--- config.mk ---
export PLATFORM = sky130hd
export DESIGN_NAME = lmfc_align
export DESIGN_NICKNAME = d
export VERILOG_FILES = /design/src/hdl/lmfc_align_pkg.sv /design/src/hdl/lmfc_align.sv
export SDC_FILE = /design/constraint.sdc
export NUM_CORES = 1
export LEC_CHECK = 0
export BUFFER_PORTS_ARGS = -buffer_cell sky130_fd_sc_hd__buf_2
export CORE_UTILIZATION = 55
export CTS_BUF_LIST = sky130_fd_sc_hd__clkbuf_4 sky130_fd_sc_hd__clkbuf_8
export CTS_CLUSTER_SIZE = 40
export DETAILED_ROUTE_END_ITERATION = 8
export PLACE_DENSITY = 0.94
export SLEW_MARGIN = 5
export SYNTH_ARGS = -nofsm -noshare
export SYNTH_HDL_FRONTEND = slang
export SYNTH_SLANG_ARGS = --single-unit
--- constraint.sdc ---
create_clock -name clk -period 2.7 [get_ports clk]
set_clock_uncertainty 0.15 [all_clocks]
set_input_delay 0 -clock clk [delete_from_list [all_inputs] [get_ports clk]]
set_output_delay 0 -clock clk [all_outputs]
set_load 0.02 [all_outputs]
--- src/hdl/lmfc_align_pkg.sv ---
package lmfc_align_pkg;

    // register byte offsets
    localparam logic [7:0] ctrl_offset = 8'h00;
    localparam logic [7:0] timing_offset = 8'h04;
    localparam logic [7:0] status_offset = 8'h08;
    localparam logic [7:0] reset_offset = 8'h0c;
    localparam logic [7:0] octets_offset = 8'h10;

    // timing pulse handling register fields
    localparam int realign_every_bit = 0;
    localparam int resync_needs_bit = 1;
    localparam int delay_lsb = 8;
    localparam int delay_w = 4;

    // control register fields
    localparam int ila_enable_bit = 0;
    localparam int tx_mode_bit = 1;

    // reset values
    localparam logic realign_every_rst = 1'b0;
    localparam logic resync_needs_rst = 1'b0;
    localparam logic [3:0] delay_rst = 4'h0;
    localparam logic ila_enable_rst = 1'b1;
    localparam logic tx_mode_rst = 1'b0;
    localparam logic [7:0] octets_rst = 8'h20;

    // four octets pass per core clock
    localparam logic [7:0] octets_per_clk = 8'h04;

    // datapath reset pulse length in core clocks
    localparam logic [3:0] sw_reset_cycles = 4'h8;

    localparam logic [1:0] resp_okay = 2'b00;
    localparam logic [1:0] resp_slverr = 2'b10;

    typedef enum logic [2:0] {
        st_reset,
        st_wait_pulse,
        st_wait_sync,
        st_wait_boundary,
        st_running
    } link_state_t;

endpackage

--- src/hdl/lmfc_align.sv ---
// Local design decisions: register access over AXI4-Lite and the placing of the registers.
`timescale 1ns/10ps

module lmfc_align
    import lmfc_align_pkg::*;
#(
    parameter bit capture_falling = 1'b1
)
(
    input wire logic clk,
    input wire logic rstn,
    input wire logic ce,
    input wire logic timing_pulse,
    input wire logic sync_n_in,
    input wire logic code_sync_ok,
    input wire logic lanes_valid,
    input wire logic [31:0] s_axi_awaddr,
    input wire logic s_axi_awvalid,
    output logic s_axi_awready,
    input wire logic [31:0] s_axi_wdata,
    input wire logic [3:0] s_axi_wstrb,
    input wire logic s_axi_wvalid,
    output logic s_axi_wready,
    output logic [1:0] s_axi_bresp,
    output logic s_axi_bvalid,
    input wire logic s_axi_bready,
    input wire logic [31:0] s_axi_araddr,
    input wire logic s_axi_arvalid,
    output logic s_axi_arready,
    output logic [31:0] s_axi_rdata,
    output logic [1:0] s_axi_rresp,
    output logic s_axi_rvalid,
    input wire logic s_axi_rready,
    output logic sync_n_out,
    output logic start_ila,
    output logic start_data,
    output logic rx_release,
    output logic lmfc_boundary,
    output logic datapath_rst_n
);

    typedef struct packed {
        logic realign_every, resync_needs, ila_enable, tx_mode, aligned, link_up;
        logic aw_seen, w_seen, awready, wready, bvalid, arready, rvalid;
        logic sync1, sync2, sync_prev, code1, code2, lanes1, lanes2;
        logic pulse_s1, pulse_s2, pulse_prev;
        logic sync_n_out, start_ila, start_data, rx_release, boundary, rst_n;
        logic [1:0] bresp, rresp;
        logic [3:0] delay, w_strb, rst_cnt;
        logic [7:0] octets, aw_addr, lmfc_cnt, event_cnt;
        logic [15:0] delay_line;
        logic [31:0] w_data, rdata;
        link_state_t state;
    } state_t;

    state_t s_q;
    state_t s_d;
    logic pulse_cap_q;

    function automatic logic [31:0] apply_strb(input logic [31:0] old_v, input logic [31:0] new_v,
                                               input logic [3:0] strb);
        logic [31:0] r;
        r = old_v;
        for (int i = 0; i < 4; i++)
        begin
            if (strb[i])
            begin
                r[i*8 +: 8] = new_v[i*8 +: 8];
            end
        end
        return r;
    endfunction

    function automatic logic addr_known(input logic [7:0] a);
        return (a == ctrl_offset) || (a == timing_offset) || (a == status_offset) ||
               (a == reset_offset) || (a == octets_offset);
    endfunction

    // first capture flop on the chosen edge, everything later on rising
    generate
        if (capture_falling)
        begin : g_fall
            always_ff @(negedge clk or negedge rstn)
            begin
                if (!rstn)
                    pulse_cap_q <= 1'b0;
                else if (ce)
                    pulse_cap_q <= timing_pulse;
            end
        end
        else
        begin : g_rise
            always_ff @(posedge clk or negedge rstn)
            begin
                if (!rstn)
                    pulse_cap_q <= 1'b0;
                else if (ce)
                    pulse_cap_q <= timing_pulse;
            end
        end
    endgenerate

    always_comb
    begin
        logic event_raw, event_del, wr_fire, take_align, sw_rst;
        logic [31:0] wv;
        logic [7:0] last_oct;
        event_raw = 1'b0;
        event_del = 1'b0;
        wr_fire = 1'b0;
        wv = 32'h0;
        last_oct = 8'h0;
        take_align = 1'b0;
        sw_rst = 1'b0;
        s_d = s_q;
        // sync_n and status pins come from the partner side
        s_d.sync1 = sync_n_in;
        s_d.sync2 = s_q.sync1;
        s_d.sync_prev = s_q.sync2;
        s_d.code1 = code_sync_ok;
        s_d.code2 = s_q.code1;
        s_d.lanes1 = lanes_valid;
        s_d.lanes2 = s_q.lanes1;
        // two rising samples of the captured pulse
        s_d.pulse_s1 = pulse_cap_q;
        s_d.pulse_s2 = s_q.pulse_s1;
        s_d.pulse_prev = s_q.pulse_s2;
        event_raw = s_q.pulse_s2 && !s_q.pulse_prev;
        // tap 0 gives no extra delay
        s_d.delay_line = {s_q.delay_line[14:0], event_raw};
        event_del = (s_q.delay == 4'h0) ? event_raw : s_q.delay_line[s_q.delay - 4'h1];
        // write channel: address and data may arrive in either order
        s_d.awready = 1'b0;
        s_d.wready = 1'b0;
        if (s_axi_awvalid && s_q.awready)
        begin
            s_d.aw_seen = 1'b1;
            s_d.aw_addr = s_axi_awaddr[7:0];
        end
        if (s_axi_wvalid && s_q.wready)
        begin
            s_d.w_seen = 1'b1;
            s_d.w_data = s_axi_wdata;
            s_d.w_strb = s_axi_wstrb;
        end
        if (!s_q.aw_seen && !s_q.awready && !s_q.bvalid && s_axi_awvalid)
            s_d.awready = 1'b1;
        if (!s_q.w_seen && !s_q.wready && !s_q.bvalid && s_axi_wvalid)
            s_d.wready = 1'b1;
        if (s_q.bvalid && s_axi_bready)
            s_d.bvalid = 1'b0;
        s_d.rst_n = 1'b1;
        if (s_q.aw_seen && s_q.w_seen && !s_q.bvalid)
        begin
            wr_fire = 1'b1;
            s_d.aw_seen = 1'b0;
            s_d.w_seen = 1'b0;
            s_d.bvalid = 1'b1;
            s_d.bresp = addr_known(s_q.aw_addr) ? resp_okay : resp_slverr;
        end
        if (wr_fire)
        begin
            case (s_q.aw_addr)
                ctrl_offset:
                begin
                    wv = apply_strb({30'h0, s_q.tx_mode, s_q.ila_enable}, s_q.w_data, s_q.w_strb);
                    s_d.ila_enable = wv[ila_enable_bit];
                    s_d.tx_mode = wv[tx_mode_bit];
                end
                timing_offset:
                begin
                    wv = apply_strb({20'h0, s_q.delay, 6'h0, s_q.resync_needs, s_q.realign_every},
                                    s_q.w_data, s_q.w_strb);
                    s_d.realign_every = wv[realign_every_bit];
                    s_d.resync_needs = wv[resync_needs_bit];
                    s_d.delay = wv[delay_lsb +: delay_w];
                end
                reset_offset:
                begin
                    // applied after the state machine so no transition can swallow it
                    sw_rst = s_q.w_strb[0] && s_q.w_data[0];
                end
                octets_offset:
                begin
                    wv = apply_strb({24'h0, s_q.octets}, s_q.w_data, s_q.w_strb);
                    s_d.octets = wv[7:0];
                end
                default: wv = 32'h0;
            endcase
        end
        // read channel
        s_d.arready = 1'b0;
        if (s_q.rvalid && s_axi_rready)
            s_d.rvalid = 1'b0;
        if (s_axi_arvalid && s_q.arready)
        begin
            s_d.rvalid = 1'b1;
            s_d.rresp = addr_known(s_axi_araddr[7:0]) ? resp_okay : resp_slverr;
            case (s_axi_araddr[7:0])
                ctrl_offset: s_d.rdata = {30'h0, s_q.tx_mode, s_q.ila_enable};
                timing_offset: s_d.rdata = {20'h0, s_q.delay, 6'h0, s_q.resync_needs,
                                            s_q.realign_every};
                status_offset: s_d.rdata = {16'h0, s_q.event_cnt, 2'h0, s_q.link_up,
                                            s_q.aligned, 1'b0, 3'(s_q.state)};
                octets_offset: s_d.rdata = {24'h0, s_q.octets};
                default: s_d.rdata = 32'h0;
            endcase
        end
        else if (!s_q.arready && !s_q.rvalid && s_axi_arvalid)
            s_d.arready = 1'b1;
        // multiframe counter in octets, four per clock
        last_oct = s_q.octets - octets_per_clk;
        s_d.boundary = 1'b0;
        take_align = event_del && (s_q.realign_every || !s_q.aligned);
        if (take_align)
        begin
            s_d.lmfc_cnt = 8'h0;
            s_d.aligned = 1'b1;
        end
        else if (s_q.lmfc_cnt >= last_oct)
        begin
            s_d.lmfc_cnt = 8'h0;
            s_d.boundary = 1'b1;
        end
        else
            s_d.lmfc_cnt = s_q.lmfc_cnt + octets_per_clk;
        if (event_raw)
            s_d.event_cnt = s_q.event_cnt + 8'h1;
        s_d.start_ila = 1'b0;
        s_d.start_data = 1'b0;
        s_d.rx_release = 1'b0;
        case (s_q.state)
            st_reset:
            begin
                s_d.rst_n = 1'b0;
                s_d.sync_n_out = 1'b0;
                s_d.link_up = 1'b0;
                s_d.aligned = 1'b0;
                s_d.rst_cnt = s_q.rst_cnt + 4'h1;
                if (s_q.rst_cnt == sw_reset_cycles - 4'h1)
                begin
                    s_d.rst_cnt = 4'h0;
                    s_d.state = st_wait_pulse;
                end
            end
            st_wait_pulse:
            begin
                // hold sync_n low until the counter has been aligned
                s_d.sync_n_out = 1'b0;
                if (s_q.aligned)
                    s_d.state = st_wait_sync;
            end
            st_wait_sync:
            begin
                if (!s_q.tx_mode && s_q.code2 && s_q.boundary)
                begin
                    s_d.sync_n_out = 1'b1;
                    s_d.state = st_wait_boundary;
                end
                else if (s_q.tx_mode && s_q.sync2)
                    s_d.state = st_wait_boundary;
            end
            st_wait_boundary:
            begin
                if (s_q.boundary)
                begin
                    if (s_q.tx_mode)
                    begin
                        s_d.start_ila = s_q.ila_enable;
                        s_d.start_data = !s_q.ila_enable;
                        s_d.link_up = 1'b1;
                        s_d.state = st_running;
                    end
                    else if (s_q.lanes2)
                    begin
                        s_d.rx_release = 1'b1;
                        s_d.link_up = 1'b1;
                        s_d.state = st_running;
                    end
                end
            end
            st_running:
            begin
                if (s_q.tx_mode ? (s_q.sync_prev && !s_q.sync2) : !s_q.code2)
                begin
                    // resync request by the receiving end
                    s_d.sync_n_out = 1'b0;
                    s_d.link_up = 1'b0;
                    if (s_q.resync_needs)
                    begin
                        s_d.aligned = take_align;
                        s_d.state = st_wait_pulse;
                    end
                    else
                        s_d.state = st_wait_sync;
                end
            end
            default: s_d.state = st_reset;
        endcase
        if (sw_rst)
        begin
            s_d.state = st_reset;
            s_d.rst_cnt = 4'h0;
        end
    end

    always_ff @(posedge clk or negedge rstn)
    begin
        if (!rstn)
        begin
            s_q <= '0;
            s_q.realign_every <= realign_every_rst;
            s_q.resync_needs <= resync_needs_rst;
            s_q.delay <= delay_rst;
            s_q.ila_enable <= ila_enable_rst;
            s_q.tx_mode <= tx_mode_rst;
            s_q.octets <= octets_rst;
            s_q.state <= st_reset;
            s_q.sync1 <= 1'b1;
            s_q.sync2 <= 1'b1;
            s_q.sync_prev <= 1'b1;
            s_q.bresp <= resp_okay;
            s_q.rresp <= resp_okay;
        end
        else if (ce)
        begin
            s_q <= s_d;
        end
    end

    assign s_axi_awready = s_q.awready;
    assign s_axi_wready = s_q.wready;
    assign s_axi_bvalid = s_q.bvalid;
    assign s_axi_bresp = s_q.bresp;
    assign s_axi_arready = s_q.arready;
    assign s_axi_rvalid = s_q.rvalid;
    assign s_axi_rdata = s_q.rdata;
    assign s_axi_rresp = s_q.rresp;
    assign sync_n_out = s_q.sync_n_out;
    assign start_ila = s_q.start_ila;
    assign start_data = s_q.start_data;
    assign rx_release = s_q.rx_release;
    assign lmfc_boundary = s_q.boundary;
    assign datapath_rst_n = s_q.rst_n;

endmodule

==> impl_results.md, run 1 <==
* Setup TNS at 0 ns
* Worst Max-Slew Pin Slew at 0.614 ns
* Yosys reg bits at 119
* ANT nets after route at 0
* Max Fanout on Critical Path at 6
* Crit path DAT at 2.72 ns
* Final Cell Area at 6980 µm²
* Status: completed
* Final worst path period need at 2.55 ns
* Starting Density at 56.6%
* Die width at 105 µm
* Fin crit share at 94.6%
* Internal power at 4.04 mW
* Worst r2r path cells at 7
* Final setup viols at 0
* CP Capture Type: flip-flop
* Via-to-Cell Ratio at 5.95
* Slew Viols, Final at 0
* PD cells at 873 nW/µm²
* Dpl cell area at 6190 µm²
* Leading area contributor after synthesis: dfrtp_1
* Clk sinks at 119
* Synth Flop Type: dfrtp_1
* Synthesized cell area at 5840 µm²
* Vias in the first global route at 4612
* CP max stage cell: dfrtp_1
* GRT Resource Usage Total at 26.4%
* R2R Setup Slk at 0.15 ns
* RR Startpoint: s_q[124]
* Vias at 4565
* Seq. cell area at 2980 µm²
* Hold/Removal Path Class: in2async
* Async set or reset register ratio after synthesis at 100%
* Placer Congestion at 0.829
* Logic gate share of total power at 26.6%
* Starting DRT DRC Count at 439
* Synthesized instance count at 515
* I/O Buffers at 70
* Worst VDD drop at 0.000348 V
* Clk pin slew, worst setup/hold paths at 0.07 ns
* Worst-Skew Late Latency at 0.43 ns
* GRT Residual Overflow at 0
* Number of remaining DRC errors at 0
* Mean Syn Cell Area at 11.3 µm²
* Critical path class: reg2reg
* H-tree level count at 4
* Io pins at 159
* Layout Nets at 742
* FMAX at 392 MHz
* Die area at 11000 µm²
* Leak at 3.36 nW
* Final Hold Fails at 0
* DP HPWL at 8440 µm
* Max cap viols at 0
* Number of enable flip-flop cells after synthesis at 0
* Max FFs per register at 68
* Global-route wire length before repair at 22500 µm
* Core Box Area at 10300 µm²
* Slowest cell delay on critical path at 0.40 ns
* Clock Tree Root: clkbuf_8
* Switching pwr at 2.05 mW
* Largest net degree at the start of global routing at 119
* TritonCTS clock tree: done
* Switching Fraction at 33.7%
* Die Ht at 105 µm
* Diodes inserted at 0
* Unrepaired setup endpoints after global routing: false
* Layout cell share with drive strength beyond 1 at 31.1%
* Crit start category: flip-flop
* Sequential Power Share at 45.9%
* Clock Power Share at 27.5%
* Max Buffers Root-to-Sink at 2
* Synth top area share at 48.4%
* Rel. slew slack at 59.1%
* Ranking of synthesized cells by area: dfrtp_1 48%, mux2_2 13%, buf_4 4.8%
* Initial antenna violation count at 0
* Largest register by flop count: s_q
* DR WL/cell at 17.9 µm
* Synth warn at 0
* Sequential share of the synthesized area at 51.1%
* CP required at 2.87 ns
* Critical path cell sequence: inv_1 -> ha_1 -> mux4_1 -> mux2_2 -> a221oi_4 -> nor2_2 -> a32o_1
* Area Growth Syn to Fin at 19.5%
* WL final at 13700 µm
* Commonest non-fill, non-tap cell in the layout: dfrtp_1
* Most frequent cells in the layout: 113 x dfrtp_1, 69 x mux2_2, 69 x buf_2
* First-pass DRT Iterations at 5
* Multi-input gate area at 2510 µm²
* RR Endpoint: s_q[155]
* # fillers at 679
* Num rows at 37
* Unique masters post-synth at 61
* CTS Buf Count at 17
* Postcts setup bufs at 0
cells by family after synthesis:
family	share of synthesized area (%)
muxes	15.3
other	0.0642
adders and majority gates	2.57
buffers and inverters	7.09
xor gates and xnor gates	1.80
DFF	51.1
and+or+nand+nor	12.7
AOI/OAI and AO/OA	9.40
final cells by class:
type	instances	share of cell area (%)
sequential	119	42.7
multi-input combinational	342	36.0
timing repair buffer	119	11.8
clock buffer	20	3.76
tap	136	2.44
clock inverter	12	2.20
inverter	19	1.02
Yosys cell counts, types with 2 or more instances:
library cell,instances
clkbuf_1,13
o2bb2ai_1,6
nor4b_1,3
dfrtp_1,113
a22oi_1,7
o31ai_1,6
dfstp_2,5
a31oi_1,2
xor2_1,6
and4b_1,2
xnor2_1,6
o21ai_1,3
ha_1,12
a22o_1,2
a222oi_1,2
a21o_1,2
buf_4,37
nor2_1,25
mux2_2,69
nor3_1,12
nand2b_1,6
a21boi_0,2
a21oi_1,7
mux4_1,4
o21ai_0,23
nor2b_1,3
or3_1,2
nand3_1,19
inv_1,19
nand3b_1,2
nand4b_1,3
and3_1,4
nand2_1,58
o211ai_1,3
per-stage QoR:
| stage | util (%) | instances | hold WS [ns] | total power, mW | setup WS, ns |
|---|---|---|---|---|---|
| 2_1_floorplan | - | 532 | -0.446 | 3.81 | 0.0118 |
| 3_3_place_gp | 60.0 | 698 | -0.0112 | 4.11 | 0.350 |
| 3_5_place_dp | 60.0 | 698 | 0.00213 | 4.27 | 0.310 |
| 4_1_cts | 67.6 | 767 | 0.0851 | 6.01 | 0.226 |
| 5_1_grt | 67.6 | 767 | 0.131 | 6.39 | 0.0888 |
| 6_report | 67.6 | 767 | 0.0533 | 6.09 | 0.146 |
per-layer routing:
| layer | track usage [%] | share of wire (%) |
|---|---|---|
| met2 | 42.7 | 50 |
| met3 | 7.17 | 7.4 |
| met4 | 16.9 | 5.2 |
| met5 | 0 | 0 |
| met1 | 31.0 | 38 |
power by group through the flow:
| stage | logic [mW] | registers, mW | clock network [mW] |
|---|---|---|---|
| 2_1_floorplan | 1.17 | 2.64 | 0 |
| 3_3_place_gp | 1.39 | 2.72 | 0 |
| 3_5_place_dp | 1.50 | 2.78 | 0 |
| 4_1_cts | 1.57 | 2.75 | 1.68 |
| 5_1_grt | 1.77 | 2.84 | 1.77 |
| 6_report | 1.62 | 2.80 | 1.68 |
worst max path at each step:
stage / from / endpoint / cells past startpoint / slack [ns]
global placement: s_q[124] / s_q[155] / 7 / 0.35
detailed placement: s_q[124] / s_q[155] / 7 / 0.31
CTS: s_q[124] / s_q[155] / 7 / 0.23
finish: s_q[124] / s_q[155] / 7 / 0.15
floorplan: ce / pulse_cap_q / 4 / 0.01
global route: s_q[124] / s_q[155] / 7 / 0.09
repair_timing:
action / 4_1_cts / 5_1_grt
hold buffers: 37 / 0
resized for setup: 0 / 0
hold endpoints to repair: 159 / 0
worst max-delay path: cells and delay by family (launching register included):
kind | cells | cell delay, ns
adders and majority gates | 1 | 0.39
AOI/OAI and AO/OA | 2 | 0.57
buffers and inverters | 1 | 0.11
DFF | 1 | 0.40
muxes | 2 | 0.67
and+or+nand+nor | 1 | 0.16
(Power assumes the default switching activity.)
==> run 2: changes to the inputs <==
BUFFER_PORTS_ARGS = -buffer_cell sky130_fd_sc_hd__buf_4   (was -buffer_cell sky130_fd_sc_hd__buf_2)
CORE_ASPECT_RATIO = 1.25   (was default)
==> run 2 against run 1 <==
  * Wire length grew 3.7%
  * Count of clock-buffer cells in the layout grew 4
  * Final cell count shrank 0.13%
  * Critical path type unchanged
  * Combinational power grew 5%
  * Power grew 2.4%
  * Fmax grew 1.1%
  * Largest power group unchanged
==> impl_results.md, run 2 (same netlist as run 1, synthesis figures left out) <==
* Io pins at 159 (unchanged)
* Start point of the critical path: s_q[124]
* Global-route wire length before repair at 22900 µm (+2.1%)
* Final Cell Area at 7210 µm² (+3.3%)
* Setup TNS at 0 ns (unchanged)
* WL final at 14200 µm (+3.7%)
* Die Ht at 117 µm (+12%)
* Clk sinks at 119 (unchanged)
* Diodes inserted at 0 (unchanged)
* Worst VDD drop at 0.000478 V (+37%)
* Placer Congestion at 0.849 (+2.4%)
* Critical path class: reg2reg
* Slowest cell delay on critical path at 0.40 ns (about the same)
* Max Fanout on Critical Path at 6 (unchanged)
* CP max stage cell: dfrtp_1
* Leak at 3.46 nW (+2.9%)
* Final setup margin at 0.173 ns (+0.0275 ns)
* Max cap viols at 0 (unchanged)
* CTS Buf Count at 17 (unchanged)
* Unrepaired setup endpoints after global routing: false
* Status: completed
* R2R Setup Slk at 0.17 ns (+0.03 ns)
* Layout Nets at 748 (+0.81%)
* Worst Max-Slew Pin Slew at 1.05 ns (+0.432 ns)
* Die width at 94.2 µm (-10%)
* DR WL/cell at 18.6 µm (+3.8%)
* Final Hold Fails at 0 (unchanged)
* Num rows at 41 (+11%)
* Clock Tree Root: clkbuf_8
* Vias at 4553 (-0.26%)
* FMAX at 396 MHz (+1.1%)
* Slew Viols, Final at 0 (unchanged)
* Placed cell count at 692 (-0.86%)
* Overall Power at 6.24 mW (+2.4%)
* GRT Residual Overflow at 0 (unchanged)
* ANT nets after route at 0 (unchanged)
* Crit start category: flip-flop
* Max Buffers Root-to-Sink at 2 (unchanged)
* Hold/Removal Path Class: in2async
* CP bufs+invs at 1 (unchanged)
* Postcts setup bufs at 0 (unchanged)
* Finished Core Util at 70.6% (+3.0 points)
* Die area at 11000 µm² (about the same)
* CP required at 2.88 ns (about the same)
* Rel. slew slack at 30.3% (-29 points)
* Fin crit share at 93.6% (-1.0 points)
* H-tree level count at 4 (unchanged)
* Initial antenna violation count at 0 (unchanged)
* Most frequent cells in the layout: 113 x dfrtp_1, 83 x buf_4, 69 x mux2_2
* RR Startpoint: s_q[124]
* Crit path DAT at 2.71 ns (about the same)
* Vias in the first global route at 4637 (+0.54%)
* Critical path cell sequence: inv_1 -> ha_1 -> mux4_1 -> mux2_2 -> a221oi_4 -> nor2_2 -> a32o_1
* TritonCTS clock tree: done
* Crit path max-delay family: multiplexers
* Area Growth Syn to Fin at 23.4%
* Number of remaining DRC errors at 0 (unchanged)
* Final setup viols at 0 (unchanged)
* Setup slack at placement at 0.314 ns (+0.00407 ns)
* Clk pin slew, worst setup/hold paths at 0.07 ns (about the same)
* Starting DRT DRC Count at 477 (+8.7%)
* Max FFs per register at 68 (unchanged)
* Fin cells at 766 (-0.13%)
* PD cells at 866 nW/µm² (-0.83%)
* I/O Buffers at 70 (unchanged)
* Starting Density at 57.2% (+0.64 points)
* Core Box Area at 10200 µm² (-1.1%)
* Layout cell share with drive strength beyond 1 at 30.9% (-0.14 points)
* Final worst path period need at 2.53 ns (-0.0275 ns)
* Worst-Skew Late Latency at 0.45 ns (+0.02 ns)
* Largest register by flop count: s_q
* DP HPWL at 8520 µm (+0.87%)
* First-pass DRT Iterations at 6 (+1)
* GRT Resource Usage Total at 27.9% (+1.6 points)
* Via-to-Cell Ratio at 5.94 (-0.13%)
* Commonest non-fill, non-tap cell in the layout: dfrtp_1
* CP Capture Type: flip-flop
* Largest net degree at the start of global routing at 86 (-28%)
* Final hold slack at 0.0370 ns (-0.0163 ns)
* Dpl cell area at 6350 µm² (+2.6%)
==> run 2: power by group <==
part | switching, mW | internal, mW
combinational | 0.837 | 0.859
clock | 0.703 | 1.05
sequential | 0.505 | 2.28
total | 2.04 | 4.19
==> run 2: area by class of cell <==
class	instances	area (µm²)
clock buffers	24	318
multi-input cells	342	2510
clock inverters	8	118
flip-flops and latches	119	2980
repair buffers	125	1040
inverters	19	71.3
fillers	638	3000
well taps	129	161
==> run 2: path summary, 6_finish.rpt <==
check                                        to  cells after the start
worst max-delay path                   s_q[155]                      7
worst min-delay path             s_axi_bresp[1]                      3
worst max register to register         s_q[155]                      7
worst min register to register      pulse_cap_q                      1
max in group asynchronous           pulse_cap_q                      2
min in group clk                s_axi_rdata[15]                      7
==> run 2: per-layer routing <==
metal | GRT usage, % | vias to the layer above | wire length, µm
li1 | - | 2006 | -
met1 | 32.5 | 2212 | 5360
met2 | 46.2 | 264 | 7160
met3 | 8.07 | 71 | 979
met4 | 16.0 | 0 | 717
met5 | 0 | - | 0
==> run 2: timing repair <==
item | CTS | global route
gates resized for setup | 0 | 0
hold endpoints to repair | 169 | 0
hold buffers | 42 | 0
==> run 2: tightest hold or removal path: cells and delay by family <==
kind / cells / cell delay, ns
buffers and inverters: 3 / 1.06
==> run 3: changes to the inputs <==
CORE_MARGIN = 3   (was default)
==> run 3 against run 2 <==
  * Count of clock-buffer cells in the layout down 1
  * Clock power is 5% higher
  * Register-to-register slack worse by 0.03 ns
  * Via count up 0.86%
  * Wire length grew 2.0%
  * Power increased by 1.4%
  * Setup slack worse by 0.028 ns
  * Global-route usage down 2.0 points
  * Die area is 7.8% higher
  * Combinational power about the same
  * First-iteration DRC count down 26%
  * Largest cell class unchanged
==> impl_results.md, run 3 (same netlist as run 1, synthesis figures left out) <==
* Fin cells at 766 (unchanged)
* Switching pwr at 2.06 mW (+0.67%)
* Worst VDD drop at 0.000393 V (-18%)
* WL final at 14500 µm (+2.0%)
* Die area at 11900 µm² (+7.8%)
* Max cap viols at 0 (unchanged)
* Layout cell share with drive strength beyond 1 at 30.8% (-0.16 points)
* Num rows at 41 (unchanged)
* Final hold slack at 0.0675 ns (+0.0305 ns)
* Die Ht at 121 µm (+3.4%)
* TritonCTS clock tree: done
* Initial antenna violation count at 0 (unchanged)
* Vias in the first global route at 4878 (+5.2%)
* Worst Max-Slew Pin Slew at 0.626 ns (-0.420 ns)
* ANT nets after route at 0 (unchanged)
* Leak at 3.48 nW (+0.47%)
* Slew Viols, Final at 0 (unchanged)
* Max Used Layer: met4
* Max FFs per register at 68 (unchanged)
* Most frequent cells in the layout: 113 x dfrtp_1, 81 x buf_4, 69 x mux2_2
* Clock Tree Root: clkbuf_8
* Starting DRT DRC Count at 355 (-26%)
* Met1 wire length at 5060 µm (-5.5%)
* Layout Nets at 748 (unchanged)
* Fin crit share at 94.6% (+1.0 points)
* Final Cell Area at 7240 µm² (+0.40%)
* Placed cell count at 691 (-0.14%)
* WL met3 at 1160 µm (+19%)
* Area Growth Syn to Fin at 23.9%
* # fillers at 632 (-0.94%)
* FMAX at 391 MHz (-1.1%)
* Number of remaining DRC errors at 0 (unchanged)
* Final setup margin at 0.145 ns (-0.0283 ns)
* Status: completed
* GRT Residual Overflow at 0 (unchanged)
* Largest net degree at the start of global routing at 119 (+38%)
* Starting Density at 57.2% (unchanged)
* CP endpoint: s_q[155]
* Clk pin slew, worst setup/hold paths at 0.08 ns (about the same)
* Sequential Power Share at 44.2% (-0.5 points)
* Worst r2r path cells at 7 (unchanged)
* Die width at 98.2 µm (+4.2%)
* Diodes inserted at 0 (unchanged)
* Final setup viols at 0 (unchanged)
* Max Fanout on Critical Path at 6 (unchanged)
* Critical path class: reg2reg
* PD cells at 874 nW/µm² (+0.99%)
* Global-route wire length before repair at 24000 µm (+4.8%)
* Logic gate share of total power at 26.8% (-0.4 points)
* RR Startpoint: s_q[124]
* I/O Buffers at 70 (unchanged)
* Hold/Removal Path Class: in2async
* Io pins at 159 (unchanged)
* Clk sinks at 119 (unchanged)
* Postcts setup bufs at 0 (unchanged)
* Setup slack at placement at 0.295 ns (-0.0187 ns)
* H-tree level count at 4 (unchanged)
* Crit path DAT at 2.73 ns (+0.02 ns)
* Start point of the critical path: s_q[124]
* Setup TNS at 0 ns (unchanged)
* Rel. slew slack at 58.3% (+28 points)
* Crit start category: flip-flop
* DP HPWL at 8990 µm (+5.5%)
* Placer Congestion at 0.842 (-0.81%)
* Unrepaired setup endpoints after global routing: false
* Final Hold Fails at 0 (unchanged)
* RR Endpoint: s_q[155]
* GRT Resource Usage Total at 25.9% (-2.0 points)
* Met2 WL at 7400 µm (+3.4%)
* Max Buffers Root-to-Sink at 2 (unchanged)
* Switching Fraction at 32.5% (-0.23 points)
* Commonest non-fill, non-tap cell in the layout: dfrtp_1
* CP required at 2.88 ns (about the same)
* Worst-Skew Late Latency at 0.45 ns (about the same)
* Final worst path period need at 2.55 ns (+0.0283 ns)
* Dpl cell area at 6360 µm² (about the same)
* Internal power at 4.27 mW (+1.8%)
* CP Capture Type: flip-flop
* CTS Buf Count at 17 (unchanged)
* Core Box Area at 10200 µm² (unchanged)
* Largest register by flop count: s_q
* Vias at 4592 (+0.86%)
* First-pass DRT Iterations at 5 (-1)
* DR WL/cell at 18.9 µm (+2.0%)
* Via-to-Cell Ratio at 5.99 (+0.86%)
* R2R Setup Slk at 0.15 ns (-0.03 ns)
* Clock Power Share at 28.9% (+0.8 points)
run 3: metrics by stage:
step	power [mW]	utilization (%)
finish	6.33	70.9
floorplan	3.81	-
detailed placement	4.33	62.3
CTS	6.24	70.9
global placement	4.17	62.3
global route	6.65	70.9
run 3: routing by layer:
metal	track usage, %	up-vias
met5	0	-
met4	18.4	0
met3	6.96	78
met2	43.5	280
met1	28.4	2237
li1	-	1997
run 3: what timing repair did:
action,in CTS,in global routing
hold endpoints to repair,167,0
hold buffers,43,0
gates resized for setup,0,0
run 3: worst min-delay path by stage:
stage	end	slack [ns]	depth (start not counted)
after global routing	s_q[40]	0.12	3
after detailed placement	s_q[37]	0.05	2
final	s_axi_bvalid	0.07	3
after global placement	s_q[40]	0.03	2
after floorplan	datapath_rst_n	-0.45	0
after CTS	s_axi_rdata[13]	0.06	7
run 3: area by class of cell:
| type | count | area (µm²) | area share [%] |
|---|---|---|---|
| Sequential cell | 119 | 2980 | 41.2 |
| Multi-Input combinational cell | 342 | 2510 | 34.7 |
| Timing Repair Buffer | 125 | 1060 | 14.6 |
| Clock buffer | 23 | 304 | 4.20 |
| Tap cell | 129 | 161 | 2.23 |
| Clock inverter | 9 | 145 | 2.01 |
| Inverter | 19 | 71.3 | 0.985 |
run 3: critical path, cell delays in order, from the launching register on:
cell      delay [ns]
dfrtp_1         0.43
inv_1           0.11
ha_1            0.39
mux4_1          0.35
mux2_2          0.31
a221oi_4        0.29
nor2_2          0.14
a32o_1          0.27
run 3: power groups by stage:
stage          clock, mW  sequential, mW  combinational [mW]
2_1_floorplan          0            2.64                1.17
3_3_place_gp           0            2.72                1.44
3_5_place_dp           0            2.78                1.55
4_1_cts             1.82            2.76                1.66
5_1_grt             1.93            2.86                1.86
6_report            1.83            2.80                1.70
